$ cat src/pwsc_pkg.sv
package pwsc_pkg;

   // Register bus geometry.
   localparam int          ADDR_W          = 8;
   localparam int          DATA_W          = 16;

   // Register offsets.
   localparam logic [7:0]  OFS_LOW_POWER   = 8'h05;
   localparam logic [7:0]  OFS_CONFIG      = 8'h06;
   localparam logic [7:0]  OFS_HIB_SUPPLY  = 8'h07;
   localparam logic [7:0]  OFS_STATUS      = 8'h08;

   // Field positions.
   localparam int          BIT_LP_REQ      = 15;
   localparam int          BIT_ON_BUTTON_POLARITY      = 0;
   localparam int          BIT_WAKE_POL    = 1;
   localparam int          BIT_PWRON_POL   = 2;
   localparam int          BIT_HIB_POL     = 3;
   localparam int          BIT_SEQ_GO      = 4;
   localparam int          BIT_FIRST_LINEAR_REGULATOR_KEEP   = 5;

   // Reset values.
   localparam logic [15:0] RST_LOW_POWER   = 16'h0000;
   localparam logic [15:0] RST_CONFIG      = 16'h000f;
   localparam logic [15:0] RST_HIB_SUPPLY  = 16'h0000;

   // Supply counts.
   localparam int          N_CONV          = 6;
   localparam int          N_LDO           = 4;

   // Start-up input debounce time.
   localparam int          CLK_HZ          = 20_000_000;
   localparam int          DEBOUNCE_MS     = 40;
   localparam int          DEBOUNCE_CYC    = DEBOUNCE_MS * (CLK_HZ / 1000) + 1;
   localparam int          DEB_W           = 20;

   // Configuration modes, taken from the mode strap.
   localparam logic [1:0]  MODE_DEVELOP    = 2'h0;

   typedef enum logic [5:0] {
      ST_ZERO   = 6'h01,
      ST_BACKUP = 6'h02,
      ST_OFF    = 6'h04,
      ST_PREACT = 6'h08,
      ST_ACTIVE = 6'h10,
      ST_HIB    = 6'h20
   } pwsc_state_e;

   typedef struct packed {
      logic [N_CONV-1:0] conv;
      logic [N_LDO-1:0]  ldo;
   } pwsc_supply_s;

endpackage : pwsc_pkg

$ cat src/pwsc_top.sv
`timescale 1ns/10ps

// Operation
// - ACTIVE only after fault-free valid start-up.
// - ACTIVE reached via PRE-ACTIVE after sequence.
// - Development mode holds PRE-ACTIVE until triggered.
// - Request bit or hibernate GPIO enters HIBERNATE.
// - Level release, edge, or wake exits HIBERNATE.
// - Fault in HIBERNATE forces OFF.
// - Low-power request is bit 15, reset 0.
// - HIBERNATE blocks fast charge, allows trickle.
// - OFF disables supplies, first regulator optional.
// - Entering OFF restores registers, trickle on.
// - Shutdown or low source moves ACTIVE to OFF.
// - Source above lockout moves BACKUP to OFF.
// - Main below lockout, backup ok: BACKUP.
// - BACKUP runs only oscillator and clock.
// - No source, backup below POR: ZERO.
// - Start-up event leaves OFF or HIBERNATE.
// - On-button active over 40 ms starts.
// - Wake GPIO active over 40 ms starts.
// - Power-on GPIO active over 40 ms starts.
// - Hardware strap picks one of four modes.
// - HIBERNATE supplies follow programmed enables.
module pwsc_top #(
   parameter int N_CONV   = pwsc_pkg::N_CONV,
   parameter int N_LDO    = pwsc_pkg::N_LDO,
   parameter int DEB_CYC  = pwsc_pkg::DEBOUNCE_CYC
) (
   input  wire logic                        i_clk,          // Slow always-on clock
   input  wire logic                        i_nrst,         // Power-on reset, active low
   input  wire logic                        i_ce,           // Clock enable
   input  wire logic [pwsc_pkg::ADDR_W-1:0] i_addr,         // Register address
   input  wire logic [pwsc_pkg::DATA_W-1:0] i_wdata,        // Register write data
   input  wire logic                        i_wr,           // Write strobe
   input  wire logic                        i_rd,           // Read strobe
   output logic      [pwsc_pkg::DATA_W-1:0] o_rdata,        // Read data, next cycle
   input  wire logic [1:0]                  i_mode_strap,   // Configuration mode pins
   input  wire logic                        i_on_button,    // On-button pin
   input  wire logic                        i_gpio_wake,    // Wake-input GPIO
   input  wire logic                        i_gpio_pwron,   // Power-on-request GPIO
   input  wire logic                        i_gpio_hib_lvl, // Hibernate-level GPIO
   input  wire logic                        i_gpio_hib_edge,// Hibernate-edge GPIO
   input  wire logic                        i_line_uvlo_ok, // Source above lockout
   input  wire logic                        i_line_shdn_ok, // Source above shutdown
   input  wire logic                        i_backup_por_ok,// Backup above POR
   input  wire logic                        i_shutdown_evt, // Shutdown event pulse
   input  wire logic                        i_wake_evt,     // Other wake-up event pulse
   input  wire logic                        i_fault,        // Fault condition level
   input  wire logic                        i_seq_done,     // Start-up sequence complete
   output logic                             o_seq_start,    // Run start-up sequence
   output pwsc_pkg::pwsc_supply_s           o_supply_en,    // Converter and LDO enables
   output logic                             o_backup_run,   // Backup supply running
   output logic                             o_osc_rtc_en,   // Oscillator and RTC enable
   output logic                             o_fast_chg_en,  // Fast charge permit
   output logic                             o_trickle_en,   // Trickle charge permit
   output logic [5:0]                       o_state         // One-hot operating state
);

   ////////////////////////////////////////////////////////////////////////////
   localparam int NPIN = 8;

   logic                       rst_meta;
   logic                       rst_n;
   logic [NPIN-1:0]            pin_raw;
   logic [NPIN-1:0]            pin_s1;
   logic [NPIN-1:0]            pin_s2;
   logic [NPIN-1:0]            pin_s3;
   logic [NPIN-1:0]            pin_q;
   logic [15:0]                lp_reg;
   logic [15:0]                lp_next;
   logic [15:0]                cfg_reg;
   logic [15:0]                cfg_next;
   logic [15:0]                hib_reg;
   logic [15:0]                hib_next;
   logic [15:0]                rdata_reg;
   logic [1:0]                 mode_reg;
   logic                       mode_cap_reg;
   logic                       hib_edge_reg;
   pwsc_pkg::pwsc_state_e      state_reg;
   pwsc_pkg::pwsc_state_e      state_next;

   // The reset is released through two flip-flops.
   always_ff @(posedge i_clk or negedge i_nrst)
   begin
      if (!i_nrst)
      begin
         rst_meta <= 1'b0;
         rst_n    <= 1'b0;
      end
      else
      begin
         rst_meta <= 1'b1;
         rst_n    <= rst_meta;
      end
   end

   ////////////////////////////////////////////////////////////////////////////
   // Pins and comparators cross in through three flops; a change is taken
   // once the second and third flop agree.
   assign pin_raw = {i_fault, i_backup_por_ok, i_line_shdn_ok, i_line_uvlo_ok,
                     i_gpio_hib_edge, i_gpio_hib_lvl, i_gpio_pwron, i_on_button};

   logic gpio_wake_q;
   logic gw_s1;
   logic gw_s2;
   logic gw_s3;

   genvar gp;
   generate
      for (gp = 0; gp < NPIN; gp++)
      begin : g_sync
         always_ff @(posedge i_clk or negedge rst_n)
         begin
            if (!rst_n)
            begin
               pin_s1[gp] <= 1'b0;
               pin_s2[gp] <= 1'b0;
               pin_s3[gp] <= 1'b0;
               pin_q[gp]  <= 1'b0;
            end
            else if (i_ce)
            begin
               pin_s1[gp] <= pin_raw[gp];
               pin_s2[gp] <= pin_s1[gp];
               pin_s3[gp] <= pin_s2[gp];
               if (pin_s2[gp] == pin_s3[gp])
               begin
                  pin_q[gp] <= pin_s3[gp];
               end
            end
         end
      end
   endgenerate

   always_ff @(posedge i_clk or negedge rst_n)
   begin
      if (!rst_n)
      begin
         gw_s1       <= 1'b0;
         gw_s2       <= 1'b0;
         gw_s3       <= 1'b0;
         gpio_wake_q <= 1'b0;
      end
      else if (i_ce)
      begin
         gw_s1 <= i_gpio_wake;
         gw_s2 <= gw_s1;
         gw_s3 <= gw_s2;
         if (gw_s2 == gw_s3)
         begin
            gpio_wake_q <= gw_s3;
         end
      end
   end

   wire on_q       = pin_q[0];
   wire pwron_q    = pin_q[1];
   wire hib_lvl_q  = pin_q[2];
   wire hib_edge_q = pin_q[3];
   wire uvlo_ok    = pin_q[4];
   wire shdn_ok    = pin_q[5];
   wire bkup_ok    = pin_q[6];
   wire fault_q    = pin_q[7];

   ////////////////////////////////////////////////////////////////////////////
   // Start-up input debounce: 0 on-button, 1 wake GPIO, 2 power-on GPIO.
   logic [2:0]                      su_active;
   logic [2:0]                      su_evt;
   logic [2:0]                      su_done;
   logic [pwsc_pkg::DEB_W-1:0]      deb_cnt [3];

   assign su_active[0] = on_q        == cfg_reg[pwsc_pkg::BIT_ON_BUTTON_POLARITY];
   assign su_active[1] = gpio_wake_q == cfg_reg[pwsc_pkg::BIT_WAKE_POL];
   assign su_active[2] = pwron_q     == cfg_reg[pwsc_pkg::BIT_PWRON_POL];

   genvar gd;
   generate
      for (gd = 0; gd < 3; gd++)
      begin : g_deb
         assign su_evt[gd] = su_active[gd] && !su_done[gd]
                          && (deb_cnt[gd] == pwsc_pkg::DEB_W'(DEB_CYC - 1));
         always_ff @(posedge i_clk or negedge rst_n)
         begin
            if (!rst_n)
            begin
               deb_cnt[gd] <= '0;
               su_done[gd] <= 1'b0;
            end
            else if (i_ce)
            begin
               if (!su_active[gd])
               begin
                  deb_cnt[gd] <= '0;
                  su_done[gd] <= 1'b0;
               end
               else if (su_evt[gd])
               begin
                  su_done[gd] <= 1'b1;
               end
               else if (!su_done[gd])
               begin
                  deb_cnt[gd] <= deb_cnt[gd] + 1'b1;
               end
            end
         end
      end
   endgenerate

   wire startup_evt = |su_evt;

   ////////////////////////////////////////////////////////////////////////////
   // Hibernate request sources.
   wire hib_lvl_act  = hib_lvl_q == cfg_reg[pwsc_pkg::BIT_HIB_POL];
   wire hib_edge_evt = hib_edge_q && !hib_edge_reg;
   wire lp_req       = lp_reg[pwsc_pkg::BIT_LP_REQ];
   wire develop      = mode_reg == pwsc_pkg::MODE_DEVELOP;
   wire seq_go       = cfg_reg[pwsc_pkg::BIT_SEQ_GO];
   wire seq_run      = (state_reg == pwsc_pkg::ST_PREACT) && (!develop || seq_go);

   always_comb
   begin
      state_next = state_reg;
      case (state_reg)
         pwsc_pkg::ST_ZERO:
         begin
            if (uvlo_ok)
               state_next = pwsc_pkg::ST_OFF;
            else if (bkup_ok)
               state_next = pwsc_pkg::ST_BACKUP;
         end
         pwsc_pkg::ST_BACKUP:
         begin
            if (uvlo_ok)
               state_next = pwsc_pkg::ST_OFF;
         end
         pwsc_pkg::ST_OFF:
         begin
            if (!uvlo_ok)
               state_next = pwsc_pkg::ST_BACKUP;
            else if (startup_evt || i_wake_evt)
               state_next = pwsc_pkg::ST_PREACT;
         end
         pwsc_pkg::ST_PREACT:
         begin
            if (fault_q || !shdn_ok)
               state_next = pwsc_pkg::ST_OFF;
            else if (seq_run && i_seq_done)
               state_next = pwsc_pkg::ST_ACTIVE;
         end
         pwsc_pkg::ST_ACTIVE:
         begin
            if (i_shutdown_evt || !shdn_ok)
               state_next = pwsc_pkg::ST_OFF;
            else if (lp_req || hib_lvl_act || hib_edge_evt)
               state_next = pwsc_pkg::ST_HIB;
         end
         pwsc_pkg::ST_HIB:
         begin
            if (fault_q || i_shutdown_evt || !shdn_ok)
               state_next = pwsc_pkg::ST_OFF;
            else if ((!hib_lvl_act && !lp_req) || hib_edge_evt
                     || i_wake_evt || startup_evt)
               state_next = pwsc_pkg::ST_ACTIVE;
         end
         default:
         begin
            state_next = pwsc_pkg::ST_ZERO;
         end
      endcase
      if (!uvlo_ok && !bkup_ok)
         state_next = pwsc_pkg::ST_ZERO;
   end

   wire enter_off  = (state_next == pwsc_pkg::ST_OFF) && (state_reg != pwsc_pkg::ST_OFF);
   wire regs_clear = enter_off || (state_next == pwsc_pkg::ST_ZERO);

   ////////////////////////////////////////////////////////////////////////////
   // Register writes; entering OFF or ZERO restores the defaults.
   wire wr_lp  = i_wr && (i_addr == pwsc_pkg::OFS_LOW_POWER);
   wire wr_cfg = i_wr && (i_addr == pwsc_pkg::OFS_CONFIG);
   wire wr_hib = i_wr && (i_addr == pwsc_pkg::OFS_HIB_SUPPLY);

   assign lp_next  = regs_clear ? pwsc_pkg::RST_LOW_POWER
                   : wr_lp ? i_wdata : lp_reg;
   assign hib_next = regs_clear ? pwsc_pkg::RST_HIB_SUPPLY
                   : wr_hib ? i_wdata : hib_reg;
   assign cfg_next = regs_clear ? pwsc_pkg::RST_CONFIG
                   : wr_cfg ? i_wdata
                   : (state_reg != pwsc_pkg::ST_PREACT) ? (cfg_reg & ~16'h0010)
                   : cfg_reg;

   wire [15:0] rd_mux =
        (i_addr == pwsc_pkg::OFS_LOW_POWER)  ? lp_reg
      : (i_addr == pwsc_pkg::OFS_CONFIG)     ? cfg_reg
      : (i_addr == pwsc_pkg::OFS_HIB_SUPPLY) ? hib_reg
      : (i_addr == pwsc_pkg::OFS_STATUS)     ? {6'h00, mode_reg, 2'h0, state_reg}
      : 16'h0000;

   always_ff @(posedge i_clk or negedge rst_n)
   begin
      if (!rst_n)
      begin
         lp_reg    <= pwsc_pkg::RST_LOW_POWER;
         cfg_reg   <= pwsc_pkg::RST_CONFIG;
         hib_reg   <= pwsc_pkg::RST_HIB_SUPPLY;
         rdata_reg <= 16'h0000;
      end
      else if (i_ce)
      begin
         lp_reg    <= lp_next;
         cfg_reg   <= cfg_next;
         hib_reg   <= hib_next;
         rdata_reg <= i_rd ? rd_mux : 16'h0000;
      end
   end

   // The mode strap is caught once, in the first enabled cycle after release.
   always_ff @(posedge i_clk or negedge rst_n)
   begin
      if (!rst_n)
      begin
         mode_reg     <= 2'h0;
         mode_cap_reg <= 1'b0;
      end
      else if (i_ce && !mode_cap_reg)
      begin
         mode_reg     <= i_mode_strap;
         mode_cap_reg <= 1'b1;
      end
   end

   always_ff @(posedge i_clk or negedge rst_n)
   begin
      if (!rst_n)
      begin
         state_reg    <= pwsc_pkg::ST_ZERO;
         hib_edge_reg <= 1'b0;
      end
      else if (i_ce && mode_cap_reg)
      begin
         state_reg    <= state_next;
         hib_edge_reg <= hib_edge_q;
      end
   end

   ////////////////////////////////////////////////////////////////////////////
   // Supply and charger outputs, all registered.
   pwsc_pkg::pwsc_supply_s sup_next;

   always_comb
   begin
      sup_next = '0;
      case (state_reg)
         pwsc_pkg::ST_PREACT,
         pwsc_pkg::ST_ACTIVE:
         begin
            sup_next = '1;
         end
         pwsc_pkg::ST_HIB:
         begin
            sup_next = hib_reg[N_CONV+N_LDO-1:0];
         end
         pwsc_pkg::ST_OFF:
         begin
            sup_next.ldo[0] = cfg_reg[pwsc_pkg::BIT_FIRST_LINEAR_REGULATOR_KEEP];
         end
         default:
         begin
            sup_next = '0;
         end
      endcase
   end

   wire on_state   = state_reg inside {pwsc_pkg::ST_OFF, pwsc_pkg::ST_ACTIVE,
                                       pwsc_pkg::ST_HIB, pwsc_pkg::ST_PREACT};

   always_ff @(posedge i_clk or negedge rst_n)
   begin
      if (!rst_n)
      begin
         o_supply_en   <= '0;
         o_backup_run  <= 1'b0;
         o_osc_rtc_en  <= 1'b0;
         o_fast_chg_en <= 1'b0;
         o_trickle_en  <= 1'b0;
         o_seq_start   <= 1'b0;
         o_state       <= 6'h01;
      end
      else if (i_ce)
      begin
         o_supply_en   <= sup_next;
         o_backup_run  <= state_reg != pwsc_pkg::ST_ZERO;
         o_osc_rtc_en  <= state_reg != pwsc_pkg::ST_ZERO;
         o_fast_chg_en <= state_reg == pwsc_pkg::ST_ACTIVE;
         o_trickle_en  <= on_state;
         o_seq_start   <= seq_run;
         o_state       <= state_reg;
      end
   end

   assign o_rdata = rdata_reg;

endmodule : pwsc_top

$ cat config.mk
export PLATFORM = sky130hd
export DESIGN_NAME = pwsc_top
export DESIGN_NICKNAME = d
export VERILOG_FILES = /design/src/pwsc_pkg.sv /design/src/pwsc_top.sv
export SDC_FILE = /design/constraint.sdc
export NUM_CORES = 1
export LEC_CHECK = 0
export BUFFER_PORTS_ARGS = -buffer_cell sky130_fd_sc_hd__buf_4
export CORE_ASPECT_RATIO = 0.8
export CORE_MARGIN = 3
export CORE_UTILIZATION = 50
export CTS_BUF_LIST = sky130_fd_sc_hd__clkbuf_16
export CTS_CLUSTER_DIAMETER = 150
export DETAILED_ROUTE_END_ITERATION = 16
export PLACE_DENSITY = 0.75
export SLEW_MARGIN = 0
export SYNTH_ARGS = -nofsm -noshare
export SYNTH_HDL_FRONTEND = slang
export SYNTH_SLANG_ARGS = --single-unit
$ cat constraint.sdc
create_clock -name i_clk -period 7.2 [get_ports i_clk]
set_clock_uncertainty 0.2 [all_clocks]
set_input_delay 0.72 -clock i_clk [delete_from_list [all_inputs] [get_ports i_clk]]
set_output_delay 0.72 -clock i_clk [all_outputs]
set_load 0.01 [all_outputs]
Yosys cells after proc, flatten, opt, wreduce, memory -nomap -nowiden. Cells that the tools add are included.

Bits of input ports: 43. Flip-flop bits (word level): 195.

Mux-type cells: 42. Reduce and logical (&&, ||, !) cells: 67. Equality and inequality tests: 40. Add/sub/neg operators: 3.

Operators by type and width (count): 20-bit 2-to-1 mux (9); 16-bit 2-to-1 mux (10); 6-bit 2-to-1 mux (12); 20-bit by 1-bit adder with 20-bit output (second input constant) (3); 20-bit == test (second input constant) (3); 6-bit case mux with 6 select lines (1); 2-bit AND reduction (16); 8-bit by 3-bit == test with 1-bit output (second input constant) (3); 9-bit case mux with 2 select lines (1); 1-bit logical AND (17); 1-bit == test (13); 6-bit by 1-bit == test with 1-bit output (second input constant) (2); 6-bit by 3-bit == test with 1-bit output (second input constant) (2); 1-bit logical OR (12); 2-bit != test (second input constant) (6); 1-bit logical NOT (11); 10-bit 2-to-1 mux (1); 3-bit AND reduction (3); 8-bit by 4-bit == test with 1-bit output (second input constant) (1); 6-bit by 2-bit == test with 1-bit output (second input constant) (1); 6-bit by 4-bit == test with 1-bit output (second input constant) (1); 6-bit by 5-bit == test with 1-bit output (second input constant) (1); 6-bit == test (second input constant) (1); 1-bit 2-to-1 mux (6); 12 further kinds (16).

Depth between registers and ports, before layout. Gate-level depths: netlist of the first run.

Depth after elaboration: 15. Gate-level depth with buffers: 9. Gate-level depth less buffers: 7.

Worst setup path before layout of the first run. OpenSTA, ideal clock, no wires.

Path kind: input-to-reg. From: input i_addr[5] (netlist name). To: register hib_reg[10]. Stages: 7. Data required time: 6859 ps. Setup slack: 4551 ps. Library setup time: 141 ps. Arrival: 2308 ps. Cells stage by stage: nor4_1 -> and2_0 -> clkbuf_1 -> nand4_1 -> a31oi_2 -> buf_2 -> o22ai_1.

Cells in the longest elaborated chain, start to end: 4.

Ends and longest elaborated chain: start, declared (line pwsc_top.sv:33) `input wire logic [pwsc_pkg::ADDR_W-1:0] i_addr,`; 8-bit by 3-bit == test with 1-bit output (line pwsc_top.sv:282) `wire wr_hib = i_wr && (i_addr == pwsc_pkg::OFS_HIB_SUPPLY);`; 1-bit logical AND (line pwsc_top.sv:282); 2-bit nonzero test (no source line); 2-bit AND reduction (no source line); end signal, assigned (line pwsc_top.sv:306) `hib_reg <= pwsc_pkg::RST_HIB_SUPPLY;`; end signal, assigned (line pwsc_top.sv:313) `hib_reg <= hib_next;`; end, declared (line pwsc_top.sv:74) `logic [15:0] hib_reg;`.

No other way between the ends. A chain may end at the register's enable or synchronous reset.

Worst setup path after layout of the first run.
From: register state_reg[4]. To: register lp_reg[14].

Cells in the longest elaborated chain, start to end: 12. Elaborated cells on any way between the ends: 29. Those cells by class: eq/ne (9); mux (14); reduce/logical (6).

Ends and longest elaborated chain: start, declared (line pwsc_top.sv:80) `pwsc_pkg::pwsc_state_e state_reg;`; start signal, assigned (line pwsc_top.sv:337) `state_reg <= pwsc_pkg::ST_ZERO;`; start signal, assigned (line pwsc_top.sv:342) `state_reg <= state_next;`; 6-bit by 4-bit == test with 1-bit output (line pwsc_top.sv:219, pwsc_top.sv:224); 1-bit logical AND (line pwsc_top.sv:219) `wire seq_run = (state_reg == pwsc_pkg::ST_PREACT) && (!develop || seq_go);`; 1-bit logical AND (line pwsc_top.sv:248) `else if (seq_run && i_seq_done)`; 6-bit 2-to-1 mux (line pwsc_top.sv:248); 6-bit 2-to-1 mux (line pwsc_top.sv:246) `if (fault_q || !shdn_ok)`; 6-bit case mux with 6 select lines (line pwsc_top.sv:224) `case (state_reg)`; 6-bit 2-to-1 mux (line pwsc_top.sv:271) `if (!uvlo_ok && !bkup_ok)`; 6-bit by 3-bit == test with 1-bit output (line pwsc_top.sv:275) `wire enter_off = (state_next == pwsc_pkg::ST_OFF) && (state_reg != pwsc_pkg::ST_OFF);`; 1-bit logical AND (line pwsc_top.sv:275); 1-bit logical OR * (line pwsc_top.sv:276) `wire regs_clear = enter_off || (state_next == pwsc_pkg::ST_ZERO);`; 2-bit nonzero test (no source line); 2-bit AND reduction (no source line); end signal, assigned (line pwsc_top.sv:304) `lp_reg <= pwsc_pkg::RST_LOW_POWER;`; end signal, assigned (line pwsc_top.sv:311) `lp_reg <= lp_next;`; end, declared (line pwsc_top.sv:70) `logic [15:0] lp_reg;`.

Every way passes the cells marked *; elsewhere a longest branch is shown, timed or not.

==> results of run 1 <==
metrics by stage:
stage / total power [mW] / setup WS [ns]
final: 2.793 / 3.864
after global routing: 2.918 / 3.664
after CTS: 2.795 / 3.987
after detailed placement: 1.878 / 3.718
after global placement: 1.858 / 3.813
after floorplan: 1.693 / 1.174
final cells by class:
type	count	area [sq um]
fillers	1620	7587
flip-flops and latches	195	4891
multi-input cells	680	4305
repair buffers	85	640.6
clock buffers	17	425.4
well taps	253	316.6
inverters	53	198.9
clock inverters	15	132.6
path summary, 6_finish.rpt:
kind                              startpoint           to  cells after the start
max in group asynchronous              rst_n  deb_cnt[18]                      1
worst min register to register      rst_meta        rst_n                      0
worst min-delay path                rst_meta        rst_n                      0
worst max register to register  state_reg[4]   lp_reg[14]                      5
worst max-delay path            state_reg[4]   lp_reg[14]                      5
min in group asynchronous              rst_n  deb_cnt[59]                      0
what timing repair did:
action                    4_1_cts  5_1_grt
hold endpoints to repair        2        0
hold buffers                    1        0
gates resized for setup         0        0
synthesized netlist by cell type, types with 15 or more instances:
cell and instances:
xor2_1 33, mux2_2 35, o21ai_0 41, o22ai_1 30
a21oi_1 47, inv_1 53, dfrtp_1 189, nand2_1 80
o2bb2ai_1 36, o211ai_1 18, nor2b_1 21, or4_1 15
nand4_1 25, clkbuf_1 48, nand3_1 33, nor2_1 96
logic make-up after synthesis:
group | synth area share [%]
flip-flops | 50.87
other | 0.03904
AND/OR/NAND/NOR | 19.02
adder cells (fa/ha/maj) | 0.7814
buffers and inverters | 4.311
AO/OA/AOI/OAI | 16.76
multiplexers | 4.207
XOR/XNOR | 4.011
power groups by stage:
stage / Sequential (mW) / Clock [mW] / Combinational (mW)
floorplan: 1.30 / 0 / 0.396
global placement: 1.33 / 0 / 0.529
detailed placement: 1.33 / 0 / 0.544
CTS: 1.31 / 0.935 / 0.547
global route: 1.33 / 0.977 / 0.607
finish: 1.32 / 0.922 / 0.554
critical path, stage by stage (launching register included):
cell       delay, ns
dfrtp_1         0.56
nor4_1          0.66
a32oi_1         0.25
a31oi_4         0.42
nand4_1         0.75
o2bb2ai_1       0.39
per-layer routing:
layer  GRT usage [%]  share of wire, %  vias up
met5               0                 0        -
met4           7.941               2.0        0
met3           4.411               8.0       38
met1           36.53                48     3814
met2           32.58                42      303
li1                -                 -     3652
==> summary.txt, run 1 <==
Timing
  – Hold Vio Cnt, Final: 0
  – Transition at the pin with the smallest max-transition slack: 1.278 ns
  – Peak clock frequency supported by timing: 299.8 MHz
  – Worst slack on hold paths: 0.1652 ns
  – Final clock period utilization by the worst path: between 40 and 50%
  – Pins over their slew limit: 0
  – Unrepaired setup endpoints after global routing: false
  – Number of endpoints failing setup at the final stage: 0
  – Setup TNS after final layout: 0 ns
  – Fin crit period: 3.336 ns
  – Slew HR: about 15%

Cells and area
  – Cell area after layout: 0.01091 sq mm
  – ANT cells: 0
  – Flip-flop count of the largest register after layout: 60
  – Top library cells by usage in the layout, fill and taps aside: dfrtp_1 (188), nor2_1 (96), buf_4 (84), nand2_1 (80), inv_1 (54)
  – Biggest register: deb_cnt
  – Relative area change from synthesis to final layout: 13.57%
  – Most common cell after layout, fill and taps aside: dfrtp_1
  – Proportion of layout cells with a drive suffix above 1: 15.79%
  – Final Net Count: 1081
  – Utilization after layout: around 60%
  – Fin cells: 1298

Critical path
  – Data arrival at the endpoint of the critical path: 3.48 ns
  – Launching element type of the critical path: flop
  – Reg-to-reg setup timing slack: ~3.9 ns
  – Critical path capture point type: flop
  – Category of the most critical setup path: flop to flop
  – CP required: 7.34 ns
  – Critical-path maximum fanout: 15

Pwr
  – Net load switching power: just over 0.9 mW
  – Leak: 4.779 nW
  – Pwr per Cell Area: approximately 260 mW/mm^2
  – Net Sw Frac: roughly 33%
  – Sequential fraction of design power: 47.2%
  – Clock share of power: between 30% and 40%
  – Max VDD drop: ~0.16 mV
  – Portion of total power attributed to combinational logic: slightly below 20%
  – Int Power: between 1.5 and 2 mW

Synthesis
  – Top cells by area, synth: dfrtp_1 (49%), mux2_2 (4.1%), nor2_1 (3.8%)
  – Post-synthesis instance area: slightly below 0.01 sq mm
  – Synth warnings: 0
  – Number of storage elements in the synthesis netlist: 195
  – Top-area cell type share of the netlist area: a little under 50%
  – Sequential-to-total area share from yosys stat: 50.87%
  – Net count of the mapped netlist: approximately 1000
  – Number of flops mapped to enable cells by yosys: 0
  – Post-Syn Area per Cell: about 10 sq um
  – Yosys top cell by area: dfrtp_1
  – Number of cells produced by synthesis: 983
  – Fraction of registers with async set/reset: between 90% and 100%
  – Most instantiated flip-flop cell in the synthesis netlist: dfrtp_1
  – Post-synthesis cell type count: 69

Clock tree
  – Post-CTS Repair Setup Buffers: 0
  – Post-CTS clock slew at the launch and capture registers of the worst setup and hold paths: around 0.07 ns
  – Number of H-tree levels: 4
  – Total CTS buffers: 17
  – Buffer depth of the longest clock path: 2
  – Root buffer cell: clkbuf_16
  – Clock tree sinks: approximately 200
  – Clock tree from TritonCTS: built
  – Source-to-sink clock delay at the later pin of the worst-skew pair: approximately 0.44 ns

Floorplan
  – Die Outline Area: approximately 0.021 sq mm
  – Area of the core region: around 0.018 sq mm
  – Starting utilization of the core area: around 52%
  – Die Wd: between 150 and 200 um
  – Chip Height: 130.0 um
  – Cell Rows: 44
  – Number of top-level pins: 80

Drt
  – Post-detailed-route DRC marker count: 0
  – First-iteration detailed-routing DRC count: around 900
  – Wire length per cell after detailed routing: 18.41 um
  – Vias/cell: about 6.0
  – Number of detailed-route iterations in the first pass: 6
  – Final Routed Wirelength: approximately 24 mm
  – Via count of the routed design: roughly 7800
  – ANT nets after route: 0

GRT
  – Wire length of the first global-routing pass: 39.10 mm
  – Via count of the first global-routing pass: 7246
  – Number of antenna violations at the first check in global routing: 0
  – Gr usage total: 23.37%
  – Residual overflow from global routing: 0
  – Maximum number of pins on one net before global-route repair: 71

Placement
  – Half-perimeter wire length after detailed placement: approximately 16 mm
  – Instance count after placement with tap cells included: ~1300
  – Routability-driven placement congestion ratio: 0.9374
  – Port Buffer Count: slightly below 80
  – Post-DP Area: between 0.01 and 0.015 sq mm

Run status
  – Outcome: complete, no violations

Flow run
  – Total of max-cap violations: 0

Worst hold path
  – Worst hold path type: flop to flop
No activity file was read; power rests on OpenSTA's default activity.
==> inputs of run 2 (changes only) <==
--- a/config.mk
+++ b/config.mk
@@ -5,6 +5,7 @@
 export SDC_FILE = /design/constraint.sdc
 export NUM_CORES = 1
 export LEC_CHECK = 0
+export ABC_AREA = 1
 export BUFFER_PORTS_ARGS = -buffer_cell sky130_fd_sc_hd__buf_4
 export CORE_ASPECT_RATIO = 0.8
 export CORE_MARGIN = 3
@@ -12,7 +13,7 @@
 export CTS_BUF_LIST = sky130_fd_sc_hd__clkbuf_16
 export CTS_CLUSTER_DIAMETER = 150
 export DETAILED_ROUTE_END_ITERATION = 16
-export PLACE_DENSITY = 0.75
+export PLACE_DENSITY = 0.74
 export SLEW_MARGIN = 0
 export SYNTH_ARGS = -nofsm -noshare
 export SYNTH_HDL_FRONTEND = slang
==> constraint.sdc (replaced) <==
create_clock -name i_clk -period 3.5 [get_ports i_clk]
set_clock_uncertainty 0.2 [all_clocks]
set_input_delay 0.35 -clock i_clk [delete_from_list [all_inputs] [get_ports i_clk]]
set_output_delay 0.35 -clock i_clk [all_outputs]
set_load 0.01 [all_outputs]
==> run 2 against run 1 <==
Register-to-register slack worse by 3.3 ns. Hold slack got worse by 0.10 ns. Core utilization is 1.4 points higher. Global-route usage is 0.15 points higher. Synthesized cell count up 23%. Fmax grew 15%. Power grew 72%. Sequential share of layout area down 2.4 points. Combinational power fell by 14%. Sequential power grew 81%. Cell area grew 5.6%. Largest power group unchanged. Highest routed layer unchanged.
==> summary.txt, run 2 <==
Critical path
  – Launching element type of the critical path: flop (unchanged)
  – Category of the most critical setup path: flop to flop (unchanged)
  – Worst-case reg-to-reg path depth: 13 (was 5)
  – Reg-to-reg setup timing slack: 0.60 ns (was 3.86 ns)
  – Data arrival at the endpoint of the critical path: 3.07 ns (was 3.48 ns)
  – Critical path capture point type: flop (unchanged)
  – Critical-path maximum fanout: 21 (was 15)
  – CP required: 3.67 ns (was 7.34 ns)
  – R2R Path End: lp_reg[14] (unchanged)
  – Worst path top cell family by delay: simple AND/OR/NAND/NOR gates (unchanged)
  – Buffer and inverter count on the worst path: 2 (was 0)
  – Worst reg2reg startpoint: cfg_reg[2] (was state_reg[4])
  – Critical-path cell list: inv_1, nand2_1, nand2_2, nor2_1, nand4_1, nand4_1, nor2_1, nor2_1, nand2_2, a21oi_4, buf_4, nand4_1, nand2_1 (was nor4_1, a32oi_1, a31oi_4, nand4_1, o2bb2ai_1)
  – Delay of the slowest critical-path stage: 0.52 ns (was 0.75 ns)
  – Cell with the largest stage delay on the worst path: dfstp_2 (was nand4_1)

Floorplan
  – Die Wd: 162.6 um (was 161.0 um)
  – Chip Height: 131.3 um (was 130.0 um)
  – Starting utilization of the core area: 51.40% (was 51.93%)
  – Die Outline Area: 0.02135 sq mm (was 0.02092 sq mm)
  – Cell Rows: 45 (was 44)
  – Number of top-level pins: 80 (unchanged)
  – Area of the core region: 0.01909 sq mm (was 0.01850 sq mm)

Drt
  – First-iteration detailed-routing DRC count: 872 (was 893)
  – Final Routed Wirelength: 24.30 mm (was 23.89 mm)
  – ANT nets after route: 0 (unchanged)
  – Via count of the routed design: 8606 (was 7807)
  – Post-detailed-route DRC marker count: 0 (unchanged)
  – Number of detailed-route iterations in the first pass: 6 (unchanged)
  – Vias/cell: 5.478 (was 6.015)
  – Wire length per cell after detailed routing: 15.47 um (was 18.41 um)

GRT
  – Number of antenna violations at the first check in global routing: 0 (unchanged)
  – Via count of the first global-routing pass: 7896 (was 7246)
  – Residual overflow from global routing: 0 (unchanged)
  – Maximum number of pins on one net before global-route repair: 92 (was 71)
  – Gr usage total: 23.51% (was 23.37%)
  – Wire length of the first global-routing pass: 40.96 mm (was 39.10 mm)

Cells and area
  – Utilization after layout: 60.36% (was 58.98%)
  – Final Net Count: 1349 (was 1081)
  – Flip-flop count of the largest register after layout: 60 (unchanged)
  – Biggest register: deb_cnt (unchanged)
  – Cell area after layout: 0.01152 sq mm (was 0.01091 sq mm)
  – Most common cell after layout, fill and taps aside: nand2_1 (was dfrtp_1)
  – ANT cells: 0 (unchanged)
  – Top library cells by usage in the layout, fill and taps aside: nand2_1 (309), dfrtp_1 (188), inv_1 (113), nor2_1 (104), buf_4 (90) (was dfrtp_1 (188), nor2_1 (96), buf_4 (84), nand2_1 (80), inv_1 (54))
  – Proportion of layout cells with a drive suffix above 1: 13.48% (was 15.79%)
  – Relative area change from synthesis to final layout: 17.43% (was 13.57%)
  – Filler instances: 1646 (was 1620)

Clock tree
  – Number of H-tree levels: 4 (unchanged)
  – Clock tree from TritonCTS: built (unchanged)
  – Clock tree sinks: 195 (unchanged)
  – Resized cells post-CTS: 0 (unchanged)
  – Buffer depth of the longest clock path: 2 (unchanged)
  – Source-to-sink clock delay at the later pin of the worst-skew pair: 0.44 ns (about the same)
  – Total CTS buffers: 17 (unchanged)
  – Root buffer cell: clkbuf_16 (unchanged)
  – Post-CTS clock slew at the launch and capture registers of the worst setup and hold paths: 0.08 ns (was 0.07 ns)

Placement
  – Routability-driven placement congestion ratio: 0.9236 (was 0.9374)
  – Post-DP Area: 0.01063 sq mm (was 0.01034 sq mm)
  – Port Buffer Count: 79 (unchanged)
  – Half-perimeter wire length after detailed placement: 17.11 mm (was 16.38 mm)

Synthesis
  – Number of storage elements in the synthesis netlist: 195 (unchanged)
  – Post-synthesis instance area: 0.009811 sq mm (was 0.009607 sq mm)
  – Net count of the mapped netlist: 1254 (was 1032)
  – Top-area cell type share of the netlist area: 48.21% (was 49.23%)
  – Sequential-to-total area share from yosys stat: 49.82% (was 50.87%)
  – Fraction of registers with async set/reset: 100.0% (unchanged)
  – Post-synthesis cell type count: 46 (was 69)
  – Top cells by area, synth: dfrtp_1 (48%), nand2_1 (12%), inv_1 (4.4%) (was dfrtp_1 (49%), mux2_2 (4.1%), nor2_1 (3.8%))
  – List of most frequent post-synthesis cells: nand2_1 (309), dfrtp_1 (189), inv_1 (114), nor2_1 (104), o21ai_0 (85) (was dfrtp_1 (189), nor2_1 (96), nand2_1 (80), inv_1 (53), clkbuf_1 (48))
  – Synth warnings: 0 (unchanged)
  – Most instantiated flip-flop cell in the synthesis netlist: dfrtp_1 (unchanged)
  – Most frequent cell after synthesis: nand2_1 (was dfrtp_1)
  – Number of cells produced by synthesis: 1205 (was 983)
  – Post-Syn Area per Cell: 8.142 sq um (was 9.773 sq um)
  – Number of flops mapped to enable cells by yosys: 0 (unchanged)
  – Yosys top cell by area: dfrtp_1 (unchanged)

Pwr
  – Leak: 5.519 nW (was 4.779 nW)
  – Clock share of power: 40.3% (was 33.0%)
  – Max VDD drop: 0.2056 mV (was 0.1581 mV)
  – Net load switching power: 1.347 mW (was 0.9163 mW)
  – Total power draw: 4.799 mW (was 2.793 mW)
  – Int Power: 3.451 mW (was 1.876 mW)
  – Pwr per Cell Area: 416.5 mW/mm^2 (was 256.0 mW/mm^2)
  – Portion of total power attributed to combinational logic: 9.9% (was 19.8%)
  – Sequential fraction of design power: 49.8% (was 47.2%)
  – Net Sw Frac: 28.07% (was 32.81%)

Timing
  – Number of endpoints failing setup at the final stage: 0 (unchanged)
  – Fin crit period: 2.902 ns (was 3.336 ns)
  – Setup TNS after final layout: 0 ns (unchanged)
  – Hold Vio Cnt, Final: 0 (unchanged)
  – Peak clock frequency supported by timing: 344.6 MHz (was 299.8 MHz)
  – Slew HR: 41.10% (was 14.50%)
  – Transition at the pin with the smallest max-transition slack: 0.8836 ns (was 1.278 ns)
  – Pins over their slew limit: 0 (unchanged)
  – Unrepaired setup endpoints after global routing: false (unchanged)
  – Final clock period utilization by the worst path: 82.90% (was 46.33%)

Worst hold path
  – Worst hold path type: flop to async pin (was flop to flop)

Run status
  – Outcome: complete, no violations (unchanged)

Flow run
  – Total of max-cap violations: 0 (unchanged)
-- run 2: cells by family (layout without fill, tap and decap cells) --
group                    after synthesis  in the layout  share of synthesized area [%]
multiplexers                           2              2                         0.2168
other                                  1              1                        0.03822
XOR/XNOR                              25             25                          2.232
flip-flops                           195            195                          49.82
adder cells (fa/ha/maj)                6              6                         0.7652
buffers and inverters                168            276                          6.963
AO/OA/AOI/OAI                        178            178                          10.69
AND/OR/NAND/NOR                      630            630                          29.28
-- run 2: through the flow --
stage	cells	setup WS (ns)	hold WS, ns
floorplan	1205	0.09126	-0.1456
global placement	1509	0.7424	-0.06560
detailed placement	1509	0.6961	-0.06504
CTS	1571	0.6595	0.07605
global route	1571	0.2837	0.1027
finish	1571	0.5984	0.06119
-- run 2: worst max-delay path by stage --
stage	from	to	slack (ns)	cells past startpoint
floorplan	rst_n	bkup_ok	0.09	0
global placement	cfg_reg[2]	lp_reg[14]	0.74	13
detailed placement	cfg_reg[2]	hib_reg[10]	0.70	14
CTS	cfg_reg[2]	lp_reg[14]	0.66	13
global route	cfg_reg[2]	lp_reg[14]	0.28	13
finish	cfg_reg[2]	lp_reg[14]	0.60	13
-- run 2: final cells by class --
| cell class | count | area (sq um) | share of cell area [%] |
|---|---|---|---|
| clock buffers | 17 | 425.4 | 3.692 |
| inverters | 122 | 457.9 | 3.975 |
| repair buffers | 122 | 1016 | 8.818 |
| multi-input cells | 842 | 4240 | 36.81 |
| well taps | 258 | 322.8 | 2.802 |
| flip-flops and latches | 195 | 4891 | 42.45 |
| clock inverters | 15 | 167.7 | 1.455 |
-- run 2: what timing repair did --
action | CTS | global route
hold endpoints to repair | 47 | 0
buffers inserted | 0 | 0
hold buffers | 30 | 0
-- run 2: power by group through the flow --
stage	clock network [mW]	registers, mW	logic [mW]
floorplan	0	2.45	0.272
global placement	0	2.43	0.437
detailed placement	0	2.43	0.445
CTS	1.98	2.39	0.474
global route	2.07	2.40	0.537
finish	1.93	2.39	0.474
-- run 2: routing by layer --
layer | routed length (um) | GRT usage [%]
met1 | 11490 | 36.39
met2 | 10640 | 33.92
met3 | 1665 | 4.381
met4 | 498 | 6.294
met5 | 0 | 0
